===== src/design/ssec_regs.vh =====
`ifndef SSEC_REGS_VH
`define SSEC_REGS_VH

// Opcodes
`define SSEC_OP_LOOP_ON 8'h84
`define SSEC_OP_LOOP_OFF 8'h85
`define SSEC_OP_DIVISOR 8'h86
`define SSEC_OP_FLUSH 8'h87
`define SSEC_OP_WAIT_HI 8'h88
`define SSEC_OP_WAIT_LO 8'h89
`define SSEC_OP_PRE_OFF 8'h8a
`define SSEC_OP_PRE_ON 8'h8b
`define SSEC_OP_TRI_ON 8'h8c
`define SSEC_OP_TRI_OFF 8'h8d
`define SSEC_OP_CLK_BITS 8'h8e
`define SSEC_OP_CLK_BYTES 8'h8f
`define SSEC_OP_RD_SHORT 8'h90
`define SSEC_OP_RD_EXT 8'h91
`define SSEC_OP_WR_SHORT 8'h92
`define SSEC_OP_WR_EXT 8'h93
`define SSEC_OP_CLK_UNTIL_HI 8'h94
`define SSEC_OP_CLK_UNTIL_LO 8'h95
`define SSEC_OP_ADAPT_ON 8'h96
`define SSEC_OP_ADAPT_OFF 8'h97
`define SSEC_OP_CLKN_UNTIL_HI 8'h9c
`define SSEC_OP_CLKN_UNTIL_LO 8'h9d

// Prescaler: divide by 5, counter runs 0..4
`define SSEC_PRESCALE_LAST 3'h4

// Reset values of persistent settings
`define SSEC_DIVISOR_RST 16'h0000
`define SSEC_PRESCALE_RST 1'b1
`define SSEC_TRI_RST 1'b0
`define SSEC_LOOP_RST 1'b0
`define SSEC_ADAPT_RST 1'b0

// Bus cycle phases, one system clock each
`define SSEC_BUS_ALE_OFF 3'h1
`define SSEC_BUS_STROBE 3'h2
`define SSEC_BUS_END 3'h5

`endif


===== src/design/ssec_sync.v =====
`timescale 1ns/1ps
module ssec_sync #(
	parameter W = 1
) (
	input wire clk,
	input wire rstn,
	input wire [W-1:0] d,
	output reg [W-1:0] q
);
	reg [W-1:0] meta;

	always @(posedge clk) begin
		if (!rstn) begin
			meta <= {W{1'b0}};
			q <= {W{1'b0}};
		end else begin
			meta <= d;
			q <= meta;
		end
	end
endmodule // ssec_sync


===== src/design/ssec_tick.v =====
`timescale 1ns/1ps
`include "ssec_regs.vh"
module ssec_tick (
	input wire clk,
	input wire rstn,
	input wire run,
	input wire prescale_on,
	input wire [15:0] divisor,
	output reg half_tick
);
	reg [2:0] pre_cnt;
	reg [15:0] div_cnt;
	wire pre_en;

	// Divide by 5 ahead of the divisor, or bypassed
	assign pre_en = !prescale_on || (pre_cnt == `SSEC_PRESCALE_LAST);

	always @(posedge clk) begin
		if (!rstn || !run) begin
			// Restart so every command begins with a full half period
			pre_cnt <= 3'h0;
			div_cnt <= 16'h0000;
			half_tick <= 1'b0;
		end else begin
			half_tick <= 1'b0;
			if (pre_en)
				pre_cnt <= 3'h0;
			else
				pre_cnt <= pre_cnt + 3'h1;
			if (pre_en) begin
				// Half period is N+1 master ticks
				if (div_cnt == divisor) begin
					div_cnt <= 16'h0000;
					half_tick <= 1'b1;
				end else begin
					div_cnt <= div_cnt + 16'h0001;
				end
			end
		end
	end
endmodule // ssec_tick


===== src/design/ssec_top.v =====
// Summary of operation
// - Loopback opcodes connect or disconnect data out-in
// - Divisor low/high bytes; 12MHz over (1+N)*2
// - Prescaler off: 60MHz over (1+N)*2 for N>=1; over 4 for N=0
// - 50% duty with three-phase off; idle at configured level between commands
// - Idle-low clock pulses high then low
// - Divide-by-5 stage ahead of divisor
// - Prescaler-off opcode bypasses divide-by-5
// - Prescaler-on opcode restores divide-by-5
// - Multiplexed address/data bus with strobes and oscillator
// - Short or extended read returns one byte
// - Short or extended write does one write
// - Send-immediate flushes pending response bytes
// - Wait-high stalls until wait line high
// - Wait-low stalls until wait line low
// - No timeout; disabling controller abandons wait
// - Three-phase opcodes hold data both edges
// - Setup, pulse, hold halves; two-phase default
// - Bit-count clock-only pulses, no data
// - Bit length L gives L+1 pulses
// - Byte-count clock-only pulses, groups of eight
// - Byte length L gives 8*(L+1) pulses
// - Continuous clocking until wait line level
// - Counted clocking until level or count
// - Adaptive clocking waits for returned clock match
`timescale 1ns/1ps
`include "ssec_regs.vh"
module ssec_top (
	input wire CLK_SYS,
	input wire RSTN,
	input wire CTRL_ENABLE,
	input wire CPU_MODE,
	input wire CLK_IDLE_LEVEL,
	input wire [7:0] CMD_DATA,
	input wire CMD_VALID,
	output reg CMD_READY,
	output reg [7:0] RESP_DATA,
	output reg RESP_VALID,
	input wire RESP_READY,
	output reg RESP_FLUSH,
	output reg SHIFT_CLOCK_OUT,
	input wire SER_DATA_SRC,
	output reg SER_DATA_OUT,
	input wire SERIAL_DATA_IN,
	output reg SER_DATA_SEEN,
	input wire WAIT_INPUT_LINE,
	input wire RETURN_CLOCK_INPUT,
	input wire [1:0] CPU_IO_IN,
	output reg [1:0] CPU_IO_STATE,
	input wire [7:0] BUS_AD_IN,
	output reg [7:0] BUS_AD_OUT,
	output reg BUS_AD_OE,
	output reg [7:0] BUS_ADDR_HI,
	output reg BUS_CS_N,
	output reg BUS_ALE,
	output reg BUS_WR_N,
	output reg BUS_RD_N,
	output reg BUS_OSCILLATOR_OUT,
	output reg [15:0] DIVISOR,
	output reg PRESCALE_ON,
	output reg THREE_PHASE_ON,
	output reg LOOPBACK_ON,
	output reg ADAPTIVE_ON,
	output reg BUSY
);
	localparam S_OP = 3'h0;
	localparam S_ARG = 3'h1;
	localparam S_EXEC = 3'h2;
	localparam S_CLK = 3'h3;
	localparam S_WAIT = 3'h4;
	localparam S_BUS = 3'h5;
	localparam S_RESP = 3'h6;

	reg [2:0] state;
	reg [7:0] op;
	reg [7:0] args [0:2];
	reg [1:0] argi;
	reg [1:0] need;
	reg [1:0] ph;
	reg [18:0] remain;
	reg unbounded;
	reg stop_on_level;
	reg stop_level;
	reg idle;
	reg half_pend;
	reg [2:0] bus_ph;
	reg bus_read;
	reg [7:0] bus_data;
	wire [12:0] sync_q;
	wire half_tick;
	wire ser_in_s;
	wire returned_clock_s;
	wire wait_s;
	wire take;
	wire step;
	wire pulse_end;

	// Argument bytes following each opcode
	function [1:0] arg_count;
		input [7:0] code;
		begin
			case (code)
			`SSEC_OP_DIVISOR: arg_count = 2'h2;
			`SSEC_OP_CLK_BITS: arg_count = 2'h1;
			`SSEC_OP_CLK_BYTES: arg_count = 2'h2;
			`SSEC_OP_CLKN_UNTIL_HI: arg_count = 2'h2;
			`SSEC_OP_CLKN_UNTIL_LO: arg_count = 2'h2;
			`SSEC_OP_RD_SHORT: arg_count = 2'h1;
			`SSEC_OP_RD_EXT: arg_count = 2'h2;
			`SSEC_OP_WR_SHORT: arg_count = 2'h2;
			`SSEC_OP_WR_EXT: arg_count = 2'h3;
			default: arg_count = 2'h0;
			endcase
		end
	endfunction

	ssec_sync #(
		.W(13)
	) u_sync (
		.clk(CLK_SYS),
		.rstn(RSTN),
		.d({SERIAL_DATA_IN, WAIT_INPUT_LINE, RETURN_CLOCK_INPUT, CPU_IO_IN, BUS_AD_IN}),
		.q(sync_q)
	);

	assign ser_in_s = sync_q[12];
	assign returned_clock_s = sync_q[10];
	// In CPU mode the first I/O line is the wait source
	assign wait_s = CPU_MODE ? sync_q[8] : sync_q[11];

	ssec_tick u_tick (
		.clk(CLK_SYS),
		.rstn(RSTN),
		.run(state == S_CLK),
		.prescale_on(PRESCALE_ON),
		.divisor(DIVISOR),
		.half_tick(half_tick)
	);

	assign take = CMD_VALID && CMD_READY;
	// With adaptive clocking on, a clock edge may only move once the target has echoed the last one
	assign step = half_pend && (!ADAPTIVE_ON || returned_clock_s == SHIFT_CLOCK_OUT);
	// Two halves per pulse, or three with the hold half
	assign pulse_end = step && ((ph == 2'h1 && !THREE_PHASE_ON) || ph == 2'h2);

	// Free-running bus oscillator at half the system clock
	always @(posedge CLK_SYS) begin
		if (!RSTN)
			BUS_OSCILLATOR_OUT <= 1'b0;
		else
			BUS_OSCILLATOR_OUT <= !BUS_OSCILLATOR_OUT;
	end

	// Loopback is applied after the pin sync, so the looped path skips its two sync stages
	always @(posedge CLK_SYS) begin
		if (!RSTN) begin
			SER_DATA_OUT <= 1'b0;
			SER_DATA_SEEN <= 1'b0;
			CPU_IO_STATE <= 2'h0;
		end else begin
			SER_DATA_OUT <= SER_DATA_SRC;
			SER_DATA_SEEN <= LOOPBACK_ON ? SER_DATA_OUT : ser_in_s;
			CPU_IO_STATE <= sync_q[9:8];
		end
	end

	always @(posedge CLK_SYS) begin
		if (!RSTN || !CTRL_ENABLE) begin
			// Disabling is the only way out of a stalled wait
			state <= S_OP;
			CMD_READY <= 1'b0;
			RESP_VALID <= 1'b0;
			RESP_DATA <= 8'h00;
			RESP_FLUSH <= 1'b0;
			SHIFT_CLOCK_OUT <= CLK_IDLE_LEVEL && RSTN;
			BUS_AD_OUT <= 8'h00;
			BUS_AD_OE <= 1'b0;
			BUS_ADDR_HI <= 8'h00;
			BUS_CS_N <= 1'b1;
			BUS_ALE <= 1'b0;
			BUS_WR_N <= 1'b1;
			BUS_RD_N <= 1'b1;
			BUSY <= 1'b0;
			op <= 8'h00;
			argi <= 2'h0;
			need <= 2'h0;
			ph <= 2'h0;
			remain <= 19'h00000;
			unbounded <= 1'b0;
			stop_on_level <= 1'b0;
			stop_level <= 1'b0;
			idle <= 1'b0;
			half_pend <= 1'b0;
			bus_ph <= 3'h0;
			bus_read <= 1'b0;
			bus_data <= 8'h00;
			if (!RSTN) begin
				DIVISOR <= `SSEC_DIVISOR_RST;
				PRESCALE_ON <= `SSEC_PRESCALE_RST;
				THREE_PHASE_ON <= `SSEC_TRI_RST;
				LOOPBACK_ON <= `SSEC_LOOP_RST;
				ADAPTIVE_ON <= `SSEC_ADAPT_RST;
			end
		end else begin
			RESP_FLUSH <= 1'b0;
			case (state)
			S_OP: begin
				BUSY <= 1'b0;
				CMD_READY <= 1'b1;
				// Between commands the clock rests at the configured level
				SHIFT_CLOCK_OUT <= CLK_IDLE_LEVEL;
				idle <= CLK_IDLE_LEVEL;
				if (take) begin
					op <= CMD_DATA;
					need <= arg_count(CMD_DATA);
					argi <= 2'h0;
					BUSY <= 1'b1;
					if (arg_count(CMD_DATA) == 2'h0) begin
						CMD_READY <= 1'b0;
						state <= S_EXEC;
					end else begin
						state <= S_ARG;
					end
				end
			end
			S_ARG: begin
				if (take) begin
					args[argi] <= CMD_DATA;
					argi <= argi + 2'h1;
					if (argi + 2'h1 == need) begin
						CMD_READY <= 1'b0;
						state <= S_EXEC;
					end
				end
			end
			S_EXEC: begin
				// One command at a time keeps execution and replies in order
				state <= S_OP;
				ph <= 2'h0;
				half_pend <= 1'b0;
				unbounded <= 1'b0;
				stop_on_level <= 1'b0;
				stop_level <= op[0] ? 1'b0 : 1'b1;
				case (op)
				`SSEC_OP_LOOP_ON: LOOPBACK_ON <= 1'b1;
				`SSEC_OP_LOOP_OFF: LOOPBACK_ON <= 1'b0;
				`SSEC_OP_DIVISOR: DIVISOR <= {args[1], args[0]};
				`SSEC_OP_PRE_OFF: PRESCALE_ON <= 1'b0;
				`SSEC_OP_PRE_ON: PRESCALE_ON <= 1'b1;
				`SSEC_OP_TRI_ON: THREE_PHASE_ON <= 1'b1;
				`SSEC_OP_TRI_OFF: THREE_PHASE_ON <= 1'b0;
				`SSEC_OP_ADAPT_ON: ADAPTIVE_ON <= 1'b1;
				`SSEC_OP_ADAPT_OFF: ADAPTIVE_ON <= 1'b0;
				`SSEC_OP_FLUSH: RESP_FLUSH <= 1'b1;
				`SSEC_OP_WAIT_HI, `SSEC_OP_WAIT_LO: state <= S_WAIT;
				`SSEC_OP_CLK_BITS: begin
					remain <= {16'h0000, args[0][2:0]};
					state <= S_CLK;
				end
				`SSEC_OP_CLK_BYTES: begin
					remain <= {args[1], args[0], 3'h7};
					state <= S_CLK;
				end
				`SSEC_OP_CLK_UNTIL_HI, `SSEC_OP_CLK_UNTIL_LO: begin
					unbounded <= 1'b1;
					stop_on_level <= 1'b1;
					state <= S_CLK;
				end
				`SSEC_OP_CLKN_UNTIL_HI, `SSEC_OP_CLKN_UNTIL_LO: begin
					remain <= {args[1], args[0], 3'h7};
					stop_on_level <= 1'b1;
					state <= S_CLK;
				end
				`SSEC_OP_RD_SHORT, `SSEC_OP_RD_EXT, `SSEC_OP_WR_SHORT, `SSEC_OP_WR_EXT: begin
					bus_read <= !op[1];
					BUS_ADDR_HI <= op[0] ? args[0] : 8'h00;
					BUS_AD_OUT <= op[0] ? args[1] : args[0];
					bus_data <= op[0] ? args[2] : args[1];
					// Address goes out with the latch strobe first
					BUS_AD_OE <= 1'b1;
					BUS_ALE <= 1'b1;
					bus_ph <= 3'h0;
					state <= S_BUS;
				end
				default: state <= S_OP;
				endcase
			end
			S_WAIT: begin
				// No timeout here
				if (wait_s == !op[0])
					state <= S_OP;
			end
			S_CLK: begin
				if (half_tick)
					half_pend <= 1'b1;
				if (step) begin
					half_pend <= 1'b0;
					case (ph)
					2'h0: begin
						if (stop_on_level && wait_s == stop_level) begin
							state <= S_OP;
						end else begin
							SHIFT_CLOCK_OUT <= !idle;
							ph <= 2'h1;
						end
					end
					2'h1: begin
						SHIFT_CLOCK_OUT <= idle;
						ph <= THREE_PHASE_ON ? 2'h2 : 2'h0;
					end
					default: ph <= 2'h0;
					endcase
				end
				if (pulse_end && !unbounded) begin
					if (remain == 19'h00000)
						state <= S_OP;
					else
						remain <= remain - 19'h00001;
				end
			end
			S_BUS: begin
				bus_ph <= bus_ph + 3'h1;
				case (bus_ph)
				`SSEC_BUS_ALE_OFF: BUS_ALE <= 1'b0;
				`SSEC_BUS_STROBE: begin
					BUS_CS_N <= 1'b0;
					BUS_RD_N <= !bus_read;
					BUS_WR_N <= bus_read;
					BUS_AD_OE <= !bus_read;
					BUS_AD_OUT <= bus_data;
				end
				`SSEC_BUS_END: begin
					BUS_CS_N <= 1'b1;
					BUS_RD_N <= 1'b1;
					BUS_WR_N <= 1'b1;
					BUS_AD_OE <= 1'b0;
					if (bus_read) begin
						// Synced bus value lags two cycles, so strobe is held long enough
						RESP_DATA <= sync_q[7:0];
						RESP_VALID <= 1'b1;
						state <= S_RESP;
					end else begin
						state <= S_OP;
					end
				end
				default: bus_ph <= bus_ph + 3'h1;
				endcase
			end
			S_RESP: begin
				if (RESP_READY) begin
					RESP_VALID <= 1'b0;
					state <= S_OP;
				end
			end
			default: state <= S_OP;
			endcase
		end
	end
endmodule // ssec_top


===== config.mk =====
export PLATFORM = sky130hd
export DESIGN_NAME = ssec_top
export DESIGN_NICKNAME = d
export VERILOG_FILES = /design/src/design/ssec_sync.v /design/src/design/ssec_tick.v /design/src/design/ssec_top.v
export VERILOG_INCLUDE_DIRS = /design/src /design/src/design
export SDC_FILE = /design/constraint.sdc
export NUM_CORES = 1
export LEC_CHECK = 0
export ABC_AREA = 1
export BUFFER_PORTS_ARGS = -buffer_cell sky130_fd_sc_hd__buf_2
export CAP_MARGIN = 20
export CORE_MARGIN = 2
export CORE_UTILIZATION = 50
export CTS_BUF_LIST = sky130_fd_sc_hd__clkbuf_16
export DETAILED_ROUTE_END_ITERATION = 8
export PLACE_DENSITY = 0.69
export SLEW_MARGIN = 30
export SYNTH_ARGS = -nofsm -noshare
export SYNTH_HDL_FRONTEND = slang
export SYNTH_SLANG_ARGS = --single-unit

===== constraint.sdc =====
create_clock -name CLK_SYS -period 8.6 [get_ports CLK_SYS]
set_input_delay 0.86 -clock CLK_SYS [delete_from_list [all_inputs] [get_ports CLK_SYS]]
set_output_delay 0.86 -clock CLK_SYS [all_outputs]
set_load 0.05 [all_outputs]

==> impl_results.md <==
* # nets final at between 1,000 and 1,500
* Worst setup EP type: register
* Total Negative Setup Slacks at 0 ns
* Global Route Usage Sum at 0.223
* Yosys warnings at 0
* Commonest non-fill, non-tap cell in the layout: nand2_1
* Worst-Skew Late Latency at 0.44 ns
* Main flop type after synthesis: dfxtp_1
* DR WL/cell at 13.8 microns
* Synth Instances at 1,074
* Critical path's most frequent cell: nand2_1
* CTS H-tree depth at 4
* Worst setup SP type: input pin
* Routed WL at 19.0 mm
* Layout area overhead at 13.7%
* Netlist Area Pre-Place at 8270 sq um
* CP cell instances: buf_2 > nand2_1 > inv_1 > buf_4 > nand2_1 > nor2_1
* Ys async rst share at 0
* Gr ovfl total at 0
* Worst hold path type: register to register
* Hold Vio Cnt, Final at 0
* Crit path arrival time at 2.78 ns
* Status: finished clean
* Share of layout cells above drive strength 1 at 0.134
* Max Clock Freq at 369 MHz
* Cell Area, Placed at 8820 sq um
* First-pass GRT wire length at approximately 31 mm
* Clk slew on worst S/H paths at 0.07 ns
* Max Slew Vio Count at 0
* CTS Sinks at 182
* Port bufs at 87
* Worst Path Buf+Inv at 3
* Design Area, Final at 9400 sq um
* Starting Density at 0.506
* RD Place Congestion at a little under 0.9
* CP max-delay cell: nor2_1
* CP Class: input pin to register
* Antenna-violating nets left at 0
* Via Count at about 7,000
* Drt drc at 0
* Largest net degree at the start of global routing at 62
* Clk root buf: clkbuf_16
* Via-to-Cell Ratio at 5.07
* Post-CTS Setup Inserts at 0
* Clk buf depth at 2
* Initial DRC Count at 480
* Combinational power share at 0.058
* Cts repair resizes at 0
* Max Fanout on Critical Path at 61
* Num CTS Buffers at 17
* HPWL after detailed placement at 13.5 mm
* CP top delay family: buffers and inverters
* Post-synth cell types at 44
* Syn Nets at 1,113
* Num rows at 47
* Final core occ at 0.575
* Max cap viols at 0
* CTS tree: yes
* Worst Tran Pin Value at about 0.75 ns
* Internal at 0.00134 W
* CP max stage delay at 0.54 ns
* Clk pwr share at 0.431
* Tcrit/Tclk final at 0.315
* Die Width at 133 microns
* Cell Pwr Density at 187 nW/um^2
* Number of synthesized flops with an enable pin at 45
* Syn avg cell area at ~7.7 sq um
* Most frequent cells in the layout: 236 x nand2_1, 153 x nor2_1, 137 x dfxtp_1, 131 x inv_1, 87 x buf_2
* Initial antenna violation count at 0
* Switch share at 0.241
* Max VDD drop at 0.000144 V
* TritonRoute pass-1 iters at 7
* Die area at 17,600 sq um
* # IOs at slightly below 90
* Vias in the first global route at between 6,000 and 7,000
* CTS Hold Bufs at 0
* Psw at 0.000425 W
* Unrepaired setup endpoints after global routing: no
* Final setup violating endpoints at 0
* Lkg Pwr at 4.17 nW
* Clock Skew at 0.00956 ns
* Number of synthesized register bits at 182
* Slew margin rel. at 0.502
* WP data required at about 8.7 ns
* Reg power frac at 0.511
* CORE AREA at between 15,000 and 20,000 sq um
* Final min period at 2.71 ns
* Die H at 133 microns
* Seq/Total Area, Yosys at 0.495
* # diodes at 0
[power by group through the flow]
stage | combinational, W | clock [W] | sequential, W
floorplan | 0.0000518 | 0 | 0.000938
global route | 0.000113 | 0.000805 | 0.000900
finish | 0.000102 | 0.000759 | 0.000899
CTS | 0.000103 | 0.000768 | 0.000899
detailed placement | 0.000102 | 0 | 0.000918
global placement | 0.000101 | 0 | 0.000918
[metal layers]
metal	vias up	GRT usage	share of wire
met5	-	0	0
met4	0	0.0693	0.015
met3	27	0.0441	0.050
met2	173	0.379	0.48
met1	3198	0.287	0.45
li1	3608	-	-
[area by class of cell]
type,instances,area (sq um)
Fill cell,1535,6950
Sequential cell,182,4090
Multi-Input combinational cell,717,3470
Inverter,138,518
Timing Repair Buffer,92,477
Clock buffer,18,450
Tap cell,220,275
Clock inverter,14,120
[state kept, by name, indices dropped and copies added, names as in the netlist, 2 cells and up]
register and flops:
argi 2, BUS_AD_OUT 8, RESP_DATA 8, u_sync.meta 13, u_sync.q 13, bus_data 8
op 8, need 2, CPU_IO_STATE 2, BUS_ADDR_HI 8, ph 2, DIVISOR 16
u_tick.div_cnt 16, args 24, u_tick.pre_cnt 3, state 3, remain 19, bus_ph 3
[logic make-up (layout without fill, tap and decap cells)]
logic type,count (synthesis),after routing,share of synthesized area
DFF,182,182,0.495
muxes,1,1,0.00121
and+or+nand+nor,490,490,0.250
xor gates and xnor gates,28,28,0.0297
adders and majority gates,10,10,0.0151
buffers and inverters,175,262,0.0868
AOI/OAI and AO/OA,188,188,0.122
[stage by stage]
stage / total power (W) / setup WS (ns) / instances / hold WS (ns)
after floorplan: 0.000990 / 5.43 / 1074 / 0.390
after global placement: 0.00102 / 5.48 / 1348 / 0.392
after detailed placement: 0.00102 / 5.41 / 1348 / 0.398
after CTS: 0.00177 / 5.84 / 1380 / 0.410
after global routing: 0.00182 / 5.63 / 1381 / 0.435
final: 0.00176 / 5.89 / 1381 / 0.410
[worst register-to-register path, cell delays in order, from the launching register on]
cell and delay (ns):
dfxtp_1 0.38, inv_1 0.13, ha_1 0.27, nand2_2 0.16, nor2_4 0.07, nand2_2 0.10
nor2_2 0.05, nand2_1 0.05, nand2_1 0.08, nor2_4 0.52, inv_2 0.23, nor2_1 0.15
nor2_1 0.06
[Yosys cell counts (3+ instances only)]
cell type | instances | area share
nor2_4 | 5 | 0.0068
buf_6 | 4 | 0.0054
buf_4 | 6 | 0.0054
xnor2_1 | 20 | 0.021
nand4_1 | 6 | 0.0045
nor2_2 | 3 | 0.0023
nand2_2 | 8 | 0.0061
buf_2 | 7 | 0.0042
nor2_1 | 153 | 0.069
a31oi_1 | 14 | 0.011
o31ai_1 | 3 | 0.0027
inv_1 | 129 | 0.059
o21ai_0 | 80 | 0.048
xor2_1 | 8 | 0.0085
nand2_1 | 236 | 0.11
clkbuf_1 | 17 | 0.0077
inv_2 | 9 | 0.0041
buf_1 | 3 | 0.0014
nor3_1 | 16 | 0.0097
edfxtp_1 | 45 | 0.16
dfxtp_1 | 137 | 0.33
a21oi_1 | 74 | 0.045
ha_1 | 10 | 0.015
nand3_1 | 52 | 0.031
[final timing paths]
path / from / to / slack, ns / cells past startpoint
setup / recovery: RSTN / args[0][2]$_DFFE_PP_ / 5.89 / 6
hold / removal: u_sync.meta[4]$_SDFF_PN0_ / u_sync.q[4]$_SDFF_PN0_ / 0.41 / 2
setup reg to reg: remain[0]$_SDFFE_PN0P_ / remain[8]$_SDFFE_PN0P_ / 6.26 / 12
hold reg to reg: u_sync.meta[4]$_SDFF_PN0_ / u_sync.q[4]$_SDFF_PN0_ / 0.41 / 2
No activity file was read; power rests on OpenSTA's default activity.
